===== src/rtl/stp_pkg.sv =====
package stp_pkg;

  // ---------------------------------------------------------------------------
  // Widths
  // ---------------------------------------------------------------------------
  localparam int unsigned WORD_W   = 8;
  localparam int unsigned CNT_W    = 3;
  localparam int unsigned ADDR_W   = 12;
  localparam int unsigned DATA_W   = 32;
  localparam int unsigned PIN_W    = 6;

  // ---------------------------------------------------------------------------
  // Register map
  // ---------------------------------------------------------------------------
  localparam logic [11:0] ADDR_CTRL   = 12'h000;
  localparam logic [11:0] ADDR_STATUS = 12'h004;
  localparam logic [11:0] ADDR_WORD   = 12'h008;

  localparam logic [31:0] CTRL_RESET      = 32'h0000_0000;
  localparam int unsigned CTRL_EDGE_BIT   = 0;
  localparam int unsigned CTRL_SEL_BIT    = 1;
  localparam int unsigned CTRL_USED_W     = 2;

  localparam int unsigned STAT_RUN_BIT    = 0;
  localparam int unsigned STAT_ARM_BIT    = 1;
  localparam int unsigned STAT_PEND_BIT   = 2;
  localparam int unsigned STAT_CNT_LSB    = 8;

  // ---------------------------------------------------------------------------
  // Pin vector layout
  // ---------------------------------------------------------------------------
  localparam int unsigned PIN_BCLK   = 0;
  localparam int unsigned PIN_SIN_A  = 1;
  localparam int unsigned PIN_SIN_B  = 2;
  localparam int unsigned PIN_SLIP   = 3;
  localparam int unsigned PIN_MRESET = 4;
  localparam int unsigned PIN_GATE   = 5;

  // ---------------------------------------------------------------------------
  // Timing in bit clock terms
  // ---------------------------------------------------------------------------
  localparam logic [2:0]  SLIP_HOLD_DUAL = 3'h2;
  localparam logic [2:0]  SLIP_HOLD_RISE = 3'h3;
  localparam logic [2:0]  SLIP_CNT_MAX   = 3'h3;
  localparam int unsigned LAT_DUAL_CYC   = 6;
  localparam int unsigned LAT_RISE_CYC   = 12;
  // Both modes come to twelve active edges between a bit and its output.
  localparam int unsigned LAT_EDGES      = 2 * LAT_DUAL_CYC;
  localparam logic [2:0]  WORD_LAST      = 3'(WORD_W - 1);
  localparam logic [2:0]  OUT_PHASE      =
    3'((WORD_W - 1 + LAT_EDGES) % WORD_W);
  localparam int unsigned FRAME_BIT      = CNT_W - 1;

endpackage


===== src/rtl/stp_deserializer.sv =====
`timescale 1ns/1ps

module stp_deserializer (
  input  wire logic        clock,
  input  wire logic        reset,
  input  wire logic        psel,
  input  wire logic        penable,
  input  wire logic        pwrite,
  input  wire logic [11:0] paddr,
  input  wire logic [31:0] pwdata,
  output logic      [31:0] prdata,
  output logic             pready,
  output logic             pslverr,
  input  wire logic        bit_clock,
  input  wire logic        serial_in_a,
  input  wire logic        serial_in_b,
  input  wire logic        slip_request,
  input  wire logic        master_reset,
  input  wire logic        clock_gate,
  output logic      [7:0]  parallel_out_bit,
  output logic             frame_clock
);

  // ---------------------------------------------------------------------------
  // Pin synchronisers
  // ---------------------------------------------------------------------------
  logic [5:0] pin_raw;
  logic [5:0] pin_s1;
  logic [5:0] pin_s2;
  logic [5:0] pin_s3;
  logic [5:0] pin_f;
  logic [5:0] pin_fq;
  logic [5:0] next_pin_f;
  logic [5:0] pin_agree;

  assign pin_raw = {clock_gate, master_reset, slip_request,
                    serial_in_b, serial_in_a, bit_clock};

  // A level is accepted only once the second and third stages agree.
  assign pin_agree  = ~(pin_s2 ^ pin_s3);
  assign next_pin_f = (pin_agree & pin_s3) | (~pin_agree & pin_f);

  always_ff @(posedge clock) begin
    if (reset) begin
      pin_s1 <= '0;
      pin_s2 <= '0;
      pin_s3 <= '0;
      pin_f  <= '0;
      pin_fq <= '0;
    end else begin
      pin_s1 <= pin_raw;
      pin_s2 <= pin_s1;
      pin_s3 <= pin_s2;
      pin_f  <= next_pin_f;
      pin_fq <= pin_f;
    end
  end

  // ---------------------------------------------------------------------------
  // Control register and decoded controls
  // ---------------------------------------------------------------------------
  logic [1:0] ctrl;
  wire        edge_mode_select    = ctrl[stp_pkg::CTRL_EDGE_BIT];
  wire        serial_input_select = ctrl[stp_pkg::CTRL_SEL_BIT];
  wire        dual       = ~edge_mode_select;
  wire        b_rise     = pin_f[stp_pkg::PIN_BCLK] &
                           ~pin_fq[stp_pkg::PIN_BCLK];
  wire        b_fall     = ~pin_f[stp_pkg::PIN_BCLK] &
                           pin_fq[stp_pkg::PIN_BCLK];
  wire        mres       = pin_f[stp_pkg::PIN_MRESET];
  wire        gate       = pin_f[stp_pkg::PIN_GATE];
  wire        slip       = pin_f[stp_pkg::PIN_SLIP];
  wire        clear_all  = reset | mres;
  wire        data_bit   = serial_input_select ?
                           pin_f[stp_pkg::PIN_SIN_B] :
                           pin_f[stp_pkg::PIN_SIN_A];

  // ---------------------------------------------------------------------------
  // Internal clock enable
  // ---------------------------------------------------------------------------
  logic running;
  logic armed;
  logic lead_in;

  // The gate only changes the enable on a falling bit clock edge, so an active
  // edge is never cut short by the gate.
  always_ff @(posedge clock) begin
    if (clear_all) begin
      running <= 1'b0;
    end else if (b_fall) begin
      running <= ~gate;
    end
  end

  // After a master reset the first rise while running is spent, the second captures.
  always_ff @(posedge clock) begin
    if (clear_all) begin
      armed <= 1'b1;
    end else if (running & b_rise) begin
      armed <= 1'b0;
    end
  end

  // Until the capturing rise has come, a dual-edge fall takes no bit.
  always_ff @(posedge clock) begin
    if (clear_all) begin
      lead_in <= 1'b1;
    end else if (running & b_rise & ~armed) begin
      lead_in <= 1'b0;
    end
  end

  wire fall_ok = dual & b_fall & ~lead_in;
  wire active  = running & ~armed & (b_rise | fall_ok);

  // ---------------------------------------------------------------------------
  // Slip request qualification
  // ---------------------------------------------------------------------------
  logic [2:0] slip_cnt;
  logic       slip_used;
  logic       pending;

  wire [2:0] slip_need = dual ? stp_pkg::SLIP_HOLD_DUAL :
                                stp_pkg::SLIP_HOLD_RISE;
  wire       slip_hit  = slip & b_rise & ~slip_used &
                         (slip_cnt == slip_need - 3'h1);
  wire       swallow   = active & pending;
  wire       take      = active & ~pending;

  always_ff @(posedge clock) begin
    if (clear_all | ~slip) begin
      slip_cnt <= 3'h0;
    end else if (b_rise & (slip_cnt != stp_pkg::SLIP_CNT_MAX)) begin
      slip_cnt <= slip_cnt + 3'h1;
    end
  end

  always_ff @(posedge clock) begin
    if (clear_all | ~slip) begin
      slip_used <= 1'b0;
    end else if (slip_hit) begin
      slip_used <= 1'b1;
    end
  end

  // A new qualification wins over the clear by a swallow.
  always_ff @(posedge clock) begin
    if (clear_all) begin
      pending <= 1'b0;
    end else if (slip_hit) begin
      pending <= 1'b1;
    end else if (swallow) begin
      pending <= 1'b0;
    end
  end

  // ---------------------------------------------------------------------------
  // Shift, word hold and output stage
  // ---------------------------------------------------------------------------
  logic [2:0] cnt;
  logic [7:0] shift;
  logic [7:0] hold_a;
  logic [7:0] hold_b;

  wire [2:0] next_cnt   = cnt + 3'h1;
  wire [7:0] next_shift = {data_bit, shift[7:1]};
  wire       word_done  = take & (cnt == stp_pkg::WORD_LAST);
  wire       out_load   = take & (cnt == stp_pkg::OUT_PHASE);

  always_ff @(posedge clock) begin
    if (clear_all) begin
      cnt   <= 3'h0;
      shift <= 8'h00;
    end else if (take) begin
      cnt   <= next_cnt;
      shift <= next_shift;
    end
  end

  always_ff @(posedge clock) begin
    if (clear_all) begin
      hold_a <= 8'h00;
      hold_b <= 8'h00;
    end else if (word_done) begin
      hold_a <= next_shift;
      hold_b <= hold_a;
    end
  end

  // Words leave twelve accepted bits after their last bit.
  always_ff @(posedge clock) begin
    if (clear_all) begin
      parallel_out_bit <= 8'h00;
    end else if (out_load) begin
      parallel_out_bit <= hold_b;
    end
  end

  // One framing period spans eight accepted bits.
  always_ff @(posedge clock) begin
    if (clear_all) begin
      frame_clock <= 1'b0;
    end else if (take) begin
      frame_clock <= ~cnt[stp_pkg::FRAME_BIT];
    end
  end

  // ---------------------------------------------------------------------------
  // APB slave
  // ---------------------------------------------------------------------------
  wire        access   = psel & penable;
  wire        done     = access & pready;
  wire        hit_ctrl = (paddr == stp_pkg::ADDR_CTRL);
  wire        hit_stat = (paddr == stp_pkg::ADDR_STATUS);
  wire        hit_word = (paddr == stp_pkg::ADDR_WORD);
  wire        unmapped = ~(hit_ctrl | hit_stat | hit_word);
  wire [31:0] stat_val = {21'h0, cnt, 5'h0, pending, armed, running};
  wire [31:0] rd_mux;

  assign rd_mux = hit_ctrl ? {30'h0, ctrl} :
                  hit_stat ? stat_val :
                  hit_word ? {24'h0, parallel_out_bit} : 32'h0;

  // Cleared control bits select dual edge and input A.
  always_ff @(posedge clock) begin
    if (reset) begin
      ctrl <= stp_pkg::CTRL_RESET[1:0];
    end else if (done & pwrite & hit_ctrl) begin
      ctrl <= pwdata[1:0];
    end
  end

  always_ff @(posedge clock) begin
    if (reset) begin
      pready  <= 1'b0;
      pslverr <= 1'b0;
      prdata  <= 32'h0;
    end else begin
      pready  <= access & ~pready;
      pslverr <= access & ~pready & unmapped;
      if (access & ~pready) begin
        prdata <= pwrite ? 32'h0 : rd_mux;
      end
    end
  end

  // ---------------------------------------------------------------------------
  // Assertions
  // ---------------------------------------------------------------------------
  a_reset_stop: assert property (
    @(posedge clock) disable iff (reset)
    mres |=> !running && armed)
    else $error("internal clock ran during master reset");

  a_gate_off: assert property (
    @(posedge clock) disable iff (reset)
    b_fall && gate && !mres |=> !running)
    else $error("gate did not suspend at falling edge");

  a_gate_on: assert property (
    @(posedge clock) disable iff (reset)
    b_fall && !gate && !mres |=> running)
    else $error("gate did not resume at falling edge");

  a_rise_only: assert property (
    @(posedge clock) disable iff (reset)
    edge_mode_select && b_fall && !mres |=> $stable(cnt) && $stable(shift))
    else $error("falling edge taken in rising-only mode");

  a_first_rise: assert property (
    @(posedge clock) disable iff (reset)
    armed && running && b_rise && !mres |=> !armed && cnt == 3'h0)
    else $error("first rise after reset was not skipped");

  a_slip_skip: assert property (
    @(posedge clock) disable iff (reset)
    swallow && !mres |=> $stable(cnt) && $stable(frame_clock) && !pending)
    else $error("slip did not swallow exactly one bit");

  a_slip_once: assert property (
    @(posedge clock) disable iff (reset)
    pending |-> slip_used || !slip)
    else $error("slip pending without a qualifying pulse");

  a_word_order: assert property (
    @(posedge clock) disable iff (reset)
    word_done && !mres |=> hold_a == {$past(data_bit), $past(shift[7:1])})
    else $error("word bits landed in the wrong order");

  a_out_phase: assert property (
    @(posedge clock) disable iff (reset)
    !$past(mres) && $changed(parallel_out_bit) |->
      $past(take) && $past(cnt) == stp_pkg::OUT_PHASE)
    else $error("parallel word updated off its phase");

  a_frame_edge: assert property (
    @(posedge clock) disable iff (reset)
    $rose(frame_clock) |-> $past(cnt) == 3'h0 && cnt == 3'h1)
    else $error("framing clock rose away from word start");

endmodule


===== config.mk =====
export PLATFORM = sky130hd
export DESIGN_NAME = stp_deserializer
export DESIGN_NICKNAME = d
export VERILOG_FILES = /design/src/rtl/stp_pkg.sv /design/src/rtl/stp_deserializer.sv
export SDC_FILE = /design/constraint.sdc
export NUM_CORES = 1
export LEC_CHECK = 0
export BUFFER_PORTS_ARGS = -buffer_cell sky130_fd_sc_hd__buf_2
export CORE_UTILIZATION = 50
export DETAILED_ROUTE_END_ITERATION = 8
export PLACE_DENSITY = 0.78
export SLEW_MARGIN = 20
export SYNTH_ARGS = -nofsm -noshare
export SYNTH_HDL_FRONTEND = slang
export SYNTH_SLANG_ARGS = --single-unit

===== constraint.sdc =====
create_clock -name clock -period 2 [get_ports clock]
set_clock_uncertainty 0.1 [all_clocks]
set_input_delay 0.2 -clock clock [delete_from_list [all_inputs] [get_ports clock]]
set_output_delay 0.2 -clock clock [all_outputs]
set_load 0.02 [all_outputs]

## Yosys cells after proc, flatten, opt, wreduce, memory -nomap -nowiden

Index checks and enable logic that the tools add are counted.

| cells by class | value |
|---|---|
| add/subtract/negate cells | 3 |
| multipliers | 0 |
| div/mod/pow operators | 0 |
| magnitude comparators | 0 |
| equality and inequality tests | 6 |
| shift-type cells | 0 |
| muxes and demuxes | 8 |
| bitwise operators | 45 |
| reductions and logical operators | 2 |

Operators with widths:

| cell | count |
|---|---|
| 2-to-1 mux 11 bit | 3 |
| bitwise AND 1 bit | 22 |
| bitwise AND 6 bit | 2 |
| equality test 12 x 3 -> 1 bit (second input constant) | 1 |
| equality test 12 x 4 -> 1 bit (second input constant) | 1 |
| logical NOT 12 bit | 1 |
| NOT 1 bit | 12 |
| NOT 6 bit | 2 |
| 2-to-1 mux 8 bit | 1 |
| adder 3 x 1 -> 3 bit (second input constant) | 2 |
| OR 6 bit | 1 |
| bitwise XOR 6 bit | 1 |
| OR 1 bit | 5 |
| 2-to-1 mux 1 bit | 4 |
| equality test 3 x 2 -> 1 bit (second input constant) | 1 |
| equality test 3 bit | 1 |
| equality test 3 bit (second input constant) | 1 |
| inequality test 3 x 2 -> 1 bit (second input constant) | 1 |
| subtractor 2 x 1 -> 3 bit (second input constant) | 1 |
| nonzero test 2 bit | 1 |

| word-level totals | value |
|---|---|
| register bits | 105 |
| bits in latches | 0 |
| memory bits (writable) | 0 |
| ROM bits | 0 |
| bits of input ports | 55 |
| output and inout port bits | 43 |
| logic and storage cells | 85 |
| memories kept | 0 |

## Longest topological paths before layout

Gate-level depths: netlist (run 1).

| logic depth | value |
|---|---|
| depth after elaboration | 9 |
| mapped depth | 5 |
| depth with buffers taken out | 5 |

## Least setup slack after synthesis (run 1)

OpenSTA, ideal clock, no wires.

| path | value |
|---|---|
| kind | reg2reg |
| start | register slip_cnt[0] |
| end | register slip_cnt[1] |
| library setup time | 0.116 ns |
| arrival time | 1.357 ns |
| required time | 1.784 ns |
| slack | 0.428 ns |
| stages on the path, launching flop included | 6 |
| buffers on the path | 0 |
| clock period less this slack | 1.572 ns |
| cell sequence | dfxtp_1 > ha_1 > ha_1 > nor3b_1 > mux2i_1 > nor2_1 |

| between the ends | value |
|---|---|
| word-level cells in the longest chain between the ends | 2 |
| elaborated cells between the ends (all ways) | 3 |
| those cells by class | add/sub: 1; eq/ne: 1; bitwise: 1 |

Ends and longest elaborated chain:

| what | RTL line | source |
|---|---|---|
| start, declared | stp_deserializer.sv:119 | `logic [2:0] slip_cnt;` |
| start signal, assigned | stp_deserializer.sv:134 | `slip_cnt <= slip_cnt + 3'h1;` |
| parallel branches: the longest is 2 deep, another holds adder 3 x 1 -> 3 bit | - |  |

Parallel ways; which one is timed is not known.
A chain may end at the register's enable or synchronous reset.

==> results_dict.tcl, run 1 <==
set metrics [dict create \
    outcome "finished, final reports clean" \
    comb_power_share_pct 4.5 \
    max_cap_violations 0 \
    setup_viol 0 \
    grt_util_all_layers_pct 17.5 \
    numPortBuffers 46 \
    worst_slew_margin_rel_pct 56.9 \
    mapped_avg_cell_area_um2 10.3 \
    synth-seq-cells 83 \
    layout_commonest_cell "dfxtp_1" \
    layout-drive-gt1-share_pct 19.6 \
    hold_path.class "primary input to flop" \
    floorplan.initialDensity_pct 51.8 \
    drtIter0Drc 169 \
    critical_path_class "flop to flop" \
    cts-buffers-inserted 9 \
    pwr-share-seq_pct 54.6 \
    antenna_left 0 \
    power_density_mw_per_mm2 812 \
    grt_max_degree 43 \
    netSwitchingPower_uw 652 \
    crit_path_max_fanout 8 \
    postCtsResizedCells 0 \
    finalCritPeriodShare_pct 87.8 \
    total_power_mw 3.07 \
    seq_area_frac_synth_pct 50.5 \
    crit_path_top_delay_cell "o2111ai_2" \
    clk_path_buf_depth 2 \
    routed-via-count 2295 \
    synth_cells 319 \
    power_frac_clock_pct 41.0 \
    floorplan.core_area_mm2 0.00635 \
    die_width_um 83.1 \
    area_delta_synth_final_pct 14.9 \
    slowest_delay_ns 0.56 \
    grt_pass1_wl_um 9540 \
    dpl_hpwl_um 3800 \
    gpl_congestion 0.805 \
    cts_root_buf "clkbuf_8" \
    cts.clk_slew.worst_paths_ns 0.08 \
    mostFrequentLayoutCells "83 x dfxtp_1, 57 x nand2_1, 46 x buf_2" \
    timing.fmax_mhz 570 \
    worstMarginPinSlew_ns 0.647 \
    vdd_ir_drop_max_uv 735 \
    fp.dieH_um 83.1 \
    synth-warning-count 0 \
    critical-path-top-delay-family "compound AO/OA/AOI/OAI gates" \
    multi_input_area_mm2 0.00146 \
    final.fill_count 538 \
    firstDrtPassIters 4 \
    layout.nets 433 \
    crit_required_ns 2.17 \
    power.leakage_nw 1.70 \
    start_kind "flop" \
    timing.critical_path.to_type "flop" \
    drt_drc_violations_left 0 \
    boundaryPins 98 \
    switching_share_pct 21.2 \
    ys_types 44 \
    grt_setup_unrepaired "no" \
    finalHoldViolCount 0 \
    cellInternalPower_mw 2.42 \
    finalCriticalPeriod_ns 1.76 \
    tritoncts_sinks 83 \
    wl_per_cell_um 12.1 \
    seq_area_mm2 0.00166 \
    first_global_vias 2130 \
    tritoncts "yes" \
    grt_overflow_total 0 \
    cts.htree.levels 3 \
    vias_per_cell 5.06 \
    die_area_mm2 0.00690 \
    crit_path_cell_trace "nor2b_1 > buf_4 > o2111ai_2 > mux2i_1" \
    synth.cell_area_mm2 0.00329 \
    antenna_diode_count 0 \
    worstPathBufferInverterCount 1 \
    grt_antenna_before_repair 0 \
    worst-endpoint-arrival_ns 1.93 \
    number_of_pins_exceeding_their_max_slew_limit_in_the_final_report 0 \
    rows 29 \
    r2r_setup_slack_ns 0.24 \
    clkLatencyLatePin_ns 0.35 \
    wl_um 5510 \
    setup_total_negative_slack_ns 0 \
]
==> power by group through the flow <==
stage               clock network [mW]  registers, mW  logic [mW]
floorplan                            0           1.71       0.117
global placement                     0           1.71       0.127
detailed placement                   0           1.71       0.129
CTS                               1.29           1.67       0.138
global route                      1.37           1.68       0.151
finish                            1.26           1.67       0.138
==> worst register-to-register path, cell delays in order, from the launching register on <==
cell,delay [ns]
dfxtp_1,0.40
nor2b_1,0.19
buf_4,0.16
o2111ai_2,0.56
mux2i_1,0.27
==> area by class of cell <==
type	count	share of cell area (%)
flip-flops and latches	83	44.0
multi-input cells	217	38.7
repair buffers	58	8.88
clock buffers	11	3.48
well taps	77	2.55
clock inverters	4	2.02
inverters	4	0.397
==> cell families after synthesis <==
logic type | share of synthesized area, %
AO/OA/AOI/OAI | 9.32
XOR/XNOR | 0.266
adder cells (fa/ha/maj) | 1.90
buffers and inverters | 7.38
flip-flops | 50.5
multiplexers | 12.5
other | 0.114
AND/OR/NAND/NOR | 18.0
==> worst paths after layout <==
kind	startpoint	end	cells after the start
setup / recovery	flop	parallel_out_bit[2]	4
hold / removal	pwdata[0]	ctrl[0]	3
setup reg to reg	flop	parallel_out_bit[2]	4
hold reg to reg	pin_s1[2]	pin_s2[2]	1
==> flip-flops by register name, summed over array words and instances (netlist names), 2 cells and up, named ones only <==
signal,cells
slip_cnt,3
cnt,3
pin_s2,6
hold_b,8
parallel_out_bit,8
hold_a,8
ctrl,2
shift,7
pin_s1,6
prdata,11
pin_s3,6
==> metal layers <==
layer  global-route usage (%)  wire, um  up-vias
li1                         -         -     1156
met3                     4.97       290        7
met5                        0         0        -
met2                     28.5      2610       70
met4                     8.93        96        0
met1                     21.0      2510     1062
==> cell usage after synthesis (all sizes together) <==
cell type   n  area share, %
nand2      57            6.5
nor4b       1           0.72
o211ai      1           0.38
or4bb       2           0.68
a21oi       7            1.1
o2bb2ai    12            3.2
a31oi       1           0.19
and4bb      1           0.38
and2        1           0.19
ha          5            1.9
conb        1           0.11
nor2b      24            4.6
nor3b       2           0.46
nor4        2           0.84
or3         2           0.38
nand2b      3           0.57
mux2i      40             12
inv         4           0.46
or4         2           0.46
nand3b      1           0.23
o2111ai     3            1.5
buf        27            6.0
mux2        1           0.34
and3b       1           0.27
nor2        7           0.80
or2         1           0.19
a21boi      1           0.23
a211oi      2           0.46
o21ai       8            1.2
nand4bb     1           0.34
xnor2       1           0.27
dfxtp      83             51
clkbuf      8           0.91
o211a       1           0.30
nor3        1           0.15
or2b        1           0.23
a2bb2oi     2           0.53
a22oi       1           0.23
==> stage by stage <==
step           hold WS, ns  std cells  instance area [um^2]  setup WS, ns  utilization (%)
5_1_grt             0.0388        454                  3780         0.141             59.5
2_1_floorplan        0.228        339                  3360         0.428                -
6_report            0.0181        454                  3780         0.245             59.5
3_5_place_dp         0.313        433                  3510         0.265             55.3
3_3_place_gp         0.309        433                  3510         0.305             55.3
4_1_cts            0.00888        454                  3780         0.240             59.5
==> timing repair <==
| item | CTS | global route |
|---|---|---|
| hold buffers | 6 | 0 |
| setup buffers | 0 | 0 |
| hold endpoints to repair | 6 | 0 |
No activity file was read; power rests on OpenSTA's default activity.
==> inputs of run 2 (changes only) <==
--- a/config.mk
+++ b/config.mk
@@ -6,6 +6,7 @@
 export NUM_CORES = 1
 export LEC_CHECK = 0
 export BUFFER_PORTS_ARGS = -buffer_cell sky130_fd_sc_hd__buf_2
+export CORE_ASPECT_RATIO = 0.8
 export CORE_UTILIZATION = 50
 export DETAILED_ROUTE_END_ITERATION = 8
 export PLACE_DENSITY = 0.78
==> results_dict.tcl, run 2 (synthesis results as in run 1) <==
set metrics [dict create \
    clkLatencyLatePin_ns 0.35 \
    layout_commonest_cell "dfxtp_1" \
    start_kind "flop" \
    hold_path.class "primary input to flop" \
    multi_input_area_mm2 0.00146 \
    floorplan.core_area_mm2 0.00638 \
    setup_viol 0 \
    vias_per_cell 4.90 \
    groute.layer.met1.usage_pct 20.9 \
    setup_total_negative_slack_ns 0 \
    wl_per_cell_um 11.6 \
    cts_root_buf "clkbuf_8" \
    wl_um 5370 \
    grt_overflow_total 0 \
    finalHoldViolCount 0 \
    die_area_mm2 0.00691 \
    global_route.usage.met3_pct 6.54 \
    outcome "finished, final reports clean" \
    power.leakage_nw 1.69 \
    critical_path_class "flop to flop" \
    cts-buffers-inserted 9 \
    tritoncts_sinks 83 \
    antenna_diode_count 0 \
    worst-endpoint-arrival_ns 1.93 \
    flip_flop_count_of_the_largest_register_after_layout 11 \
    rows 26 \
    grt_antenna_before_repair 0 \
    grt_setup_unrepaired "no" \
    crit_path_max_fanout 8 \
    max_cap_violations 0 \
    finalCriticalPeriod_ns 1.75 \
    firstDrtPassIters 4 \
    drt_drc_violations_left 0 \
    grt_util_all_layers_pct 16.7 \
    layout-drive-gt1-share_pct 20.2 \
    drtIter0Drc 74 \
    routed-via-count 2258 \
    cts_setup_buffers 0 \
    timing.critical_path.to_type "flop" \
    power_density_mw_per_mm2 771 \
    busiest_layer "met2" \
    timing.fmax_mhz 572 \
    die_width_um 92.7 \
    floorplan.initialDensity_pct 51.6 \
    grt_util_met2_pct 26.3 \
    seq_area_mm2 0.00166 \
    boundaryPins 98 \
    grt_max_degree 28 \
    area_delta_synth_final_pct 14.2 \
    clk_path_buf_depth 2 \
    numPortBuffers 46 \
    worstMarginPinSlew_ns 0.920 \
    antenna_left 0 \
    post-route-worst-setup-slack_ns 0.250 \
    first_global_vias 1954 \
    gpl_congestion 0.745 \
    placement.setup.worst_slack_ns 0.116 \
    cts.clk_slew.worst_paths_ns 0.09 \
    number_of_pins_exceeding_their_max_slew_limit_in_the_final_report 0 \
    vdd_ir_drop_max_uv 531 \
    layout.nets 432 \
    finalCritPeriodShare_pct 87.5 \
    fp.dieH_um 74.5 \
    mostFrequentLayoutCells "83 x dfxtp_1, 57 x nand2_1, 46 x buf_2" \
    cts.htree.levels 3 \
    tritoncts "yes" \
    grt_pass1_wl_um 8750 \
    crit_required_ns 2.18 \
    worst_slew_margin_rel_pct 38.4 \
    registers.top_by_ff_count "prdata" \
    final.fill_count 562 \
    dpl_hpwl_um 3740 \
]
## run 2: path summary, 6_finish.rpt
| path | start | to | slack [ns] | depth (start not counted) |
|---|---|---|---|---|
| worst max-delay path | flop | parallel_out_bit[7] | 0.25 | 4 |
| worst min register to register | flop | running | 0.34 | 1 |
| worst max register to register | flop | parallel_out_bit[7] | 0.25 | 4 |
| worst min-delay path | pwdata[0] | ctrl[0] | 0.02 | 3 |
## run 2: metrics by stage
| stage | hold slack [ns] | area, um^2 | total power, mW | std cells | utilization, % |
|---|---|---|---|---|---|
| finish | 0.0164 | 3750 | 2.90 | 461 | 58.9 |
| global placement | 0.307 | 3510 | 1.84 | 439 | 55.1 |
| detailed placement | 0.316 | 3510 | 1.84 | 439 | 55.1 |
| global route | 0.0286 | 3750 | 3.01 | 461 | 58.9 |
| CTS | 0.0102 | 3750 | 2.93 | 461 | 58.9 |
| floorplan | 0.228 | 3360 | 1.83 | 339 | - |
## run 2: critical path, stage by stage (launching register included)
cell and delay (ns):
dfxtp_1 0.42, nor2b_1 0.18, buf_4 0.16, o2111ai_2 0.56, mux2i_1 0.25
## run 2: cell type report
class | instances | area share [%]
multi-input combinational | 217 | 38.9
tap | 84 | 2.80
sequential | 83 | 44.3
clock buffer | 10 | 3.67
clock inverter | 6 | 1.23
inverter | 4 | 0.400
timing repair buffer | 57 | 8.73
## run 2: timing repair
| item | 4_1_cts | 5_1_grt |
|---|---|---|
| endpoints found under the hold margin | 6 | 0 |
| hold buffers | 6 | 0 |
| resized for setup | 0 | 0 |
## run 2: where the power goes
part,internal (mW),switching [mW]
combinational,0.0492,0.0880
sequential,1.67,0.00641
clock,0.493,0.593
total,2.21,0.687
## run 2: routing by layer
layer	vias up	share of wire, %
met2	70	44
met1	1026	49
li1	1155	-
met3	7	6.2
met5	-	0
met4	0	0.93
==> inputs of run 3 (changes only) <==
--- a/config.mk
+++ b/config.mk
@@ -9,7 +9,7 @@
 export CORE_ASPECT_RATIO = 0.8
 export CORE_UTILIZATION = 50
 export DETAILED_ROUTE_END_ITERATION = 8
-export PLACE_DENSITY = 0.78
+export PLACE_DENSITY = 0.79
 export SLEW_MARGIN = 20
 export SYNTH_ARGS = -nofsm -noshare
 export SYNTH_HDL_FRONTEND = slang
==> results_dict.tcl, run 3 (synthesis results as in run 1) <==
set metrics [dict create \
    wl_per_cell_um 12.2 \
    worst-endpoint-arrival_ns 1.92 \
    hold_path.class "primary input to flop" \
    floorplan.core_area_mm2 0.00638 \
    mostFrequentLayoutCells "83 x dfxtp_1, 57 x nand2_1, 46 x buf_2" \
    gpl_congestion 0.709 \
    setup_viol 0 \
    clk_path_buf_depth 2 \
    numPortBuffers 46 \
    area_delta_synth_final_pct 15.3 \
    cts_root_buf "clkbuf_8" \
    drt_drc_violations_left 0 \
    floorplan.initialDensity_pct 51.6 \
    outcome "finished, final reports clean" \
    grt_util_all_layers_pct 16.6 \
    grt_max_degree 39 \
    number_of_pins_exceeding_their_max_slew_limit_in_the_final_report 0 \
    grt_antenna_before_repair 0 \
    finalCriticalPeriod_ns 1.73 \
    crit_required_ns 2.18 \
    flip_flop_count_of_the_largest_register_after_layout 11 \
    layout_commonest_cell "dfxtp_1" \
    antenna_left 0 \
    vias_per_cell 4.96 \
    antenna_diode_count 0 \
    firstDrtPassIters 4 \
    critical_path_class "flop to flop" \
    registers.top_by_ff_count "prdata" \
    rr_worst_depth 4 \
    crit_end "parallel_out_bit[6]" \
    grt_setup_unrepaired "no" \
    first_global_vias 1927 \
    cts.clk_slew.worst_paths_ns 0.09 \
    layout-drive-gt1-share_pct 19.7 \
    fp.dieH_um 74.5 \
    timing.critical_path.to_type "flop" \
    die_width_um 92.7 \
    tritoncts "yes" \
    grt_pass1_wl_um 8700 \
    worstMarginPinSlew_ns 0.861 \
    rows 26 \
    wl_um 5610 \
    setup_total_negative_slack_ns 0 \
    final_core_utilization_pct 59.4 \
    start_kind "flop" \
    crit_path_max_fanout 8 \
    finalCritPeriodShare_pct 86.7 \
    layout.nets 431 \
    tritoncts_sinks 83 \
    finalHoldViolCount 0 \
    grt_overflow_total 0 \
    max_cap_violations 0 \
    dpl_hpwl_um 3890 \
    power.leakage_nw 1.70 \
    cts-buffers-inserted 9 \
    timing.fmax_mhz 576 \
    boundaryPins 98 \
    drtIter0Drc 85 \
    die_area_mm2 0.00691 \
    vdd_ir_drop_max_uv 548 \
    r2r_setup_slack_ns 0.27 \
    power_density_mw_per_mm2 820 \
    clkLatencyLatePin_ns 0.35 \
    cts.htree.levels 3 \
    r2r_end "parallel_out_bit[6]" \
    worst_slew_margin_rel_pct 42.3 \
    routed-via-count 2275 \
]
[run 3: cell types whose count changed in the layout (fill, tap and decap cells not counted), sizes merged]
cell / delta
bufinv: +2
buf: -1
clkbuf: -1
clkinvlp: -1
inv: -1
[run 3: worst min path at each step]
stage	start	to	depth (start not counted)
5_1_grt	pwdata[1]	ctrl[1]	3
3_3_place_gp	bit_clock	pin_s1[0]	2
3_5_place_dp	master_reset	pin_s1[4]	2
4_1_cts	pwdata[0]	ctrl[0]	3
6_report	pwdata[0]	ctrl[0]	3
2_1_floorplan	bit_clock	pin_s1[0]	1
[run 3: critical path, cell delays in order (launching register included)]
cell and delay, ns:
dfxtp_1 0.41, nor2b_1 0.17, buf_4 0.16, o2111ai_2 0.57
mux2i_1 0.25
[run 3: where the power goes]
group	total [mW]	leakage (nW)	internal, mW	switching [mW]
combinational	0.139	0.924	0.0506	0.0881
sequential	1.67	0.672	1.67	0.00663
clock	1.30	0.106	0.700	0.595
[run 3: routing by layer]
layer  wire, um  share of wire [%]  global-route usage (%)  vias up
met5          0                  0                       0        -
met4         97                1.7                    7.86        0
met3        309                5.5                    5.42        8
met2       2380                 42                    26.5       66
met1       2830                 50                    20.7     1045
li1           -                  -                       -     1156
[run 3: cell type report]
class                      instances  area [um^2]
sequential                        83         1660
clock buffer                       9          124
timing repair buffer              56          333
tap                               84          105
inverter                           4         15.0
clock inverter                     6         90.1
multi-input combinational        217         1460
fill                             548         2590
[run 3: per-stage QoR]
step | hold slack [ns] | std cells | area, um^2 | power [mW] | setup slack (ns)
finish | 0.0183 | 459 | 3790 | 3.11 | 0.265
global route | 0.0192 | 459 | 3790 | 3.22 | 0.0917
CTS | 0.00320 | 459 | 3790 | 3.13 | 0.261
detailed placement | 0.313 | 438 | 3520 | 1.84 | 0.138
global placement | 0.308 | 438 | 3520 | 1.84 | 0.167
floorplan | 0.228 | 339 | 3360 | 1.83 | 0.428
[run 3: repair_timing]
| action | in CTS | in global routing |
|---|---|---|
| resized for setup | 0 | 0 |
| hold buffers | 6 | 0 |
| endpoints found under the hold margin | 6 | 0 |
| setup buffers | 0 | 0 |
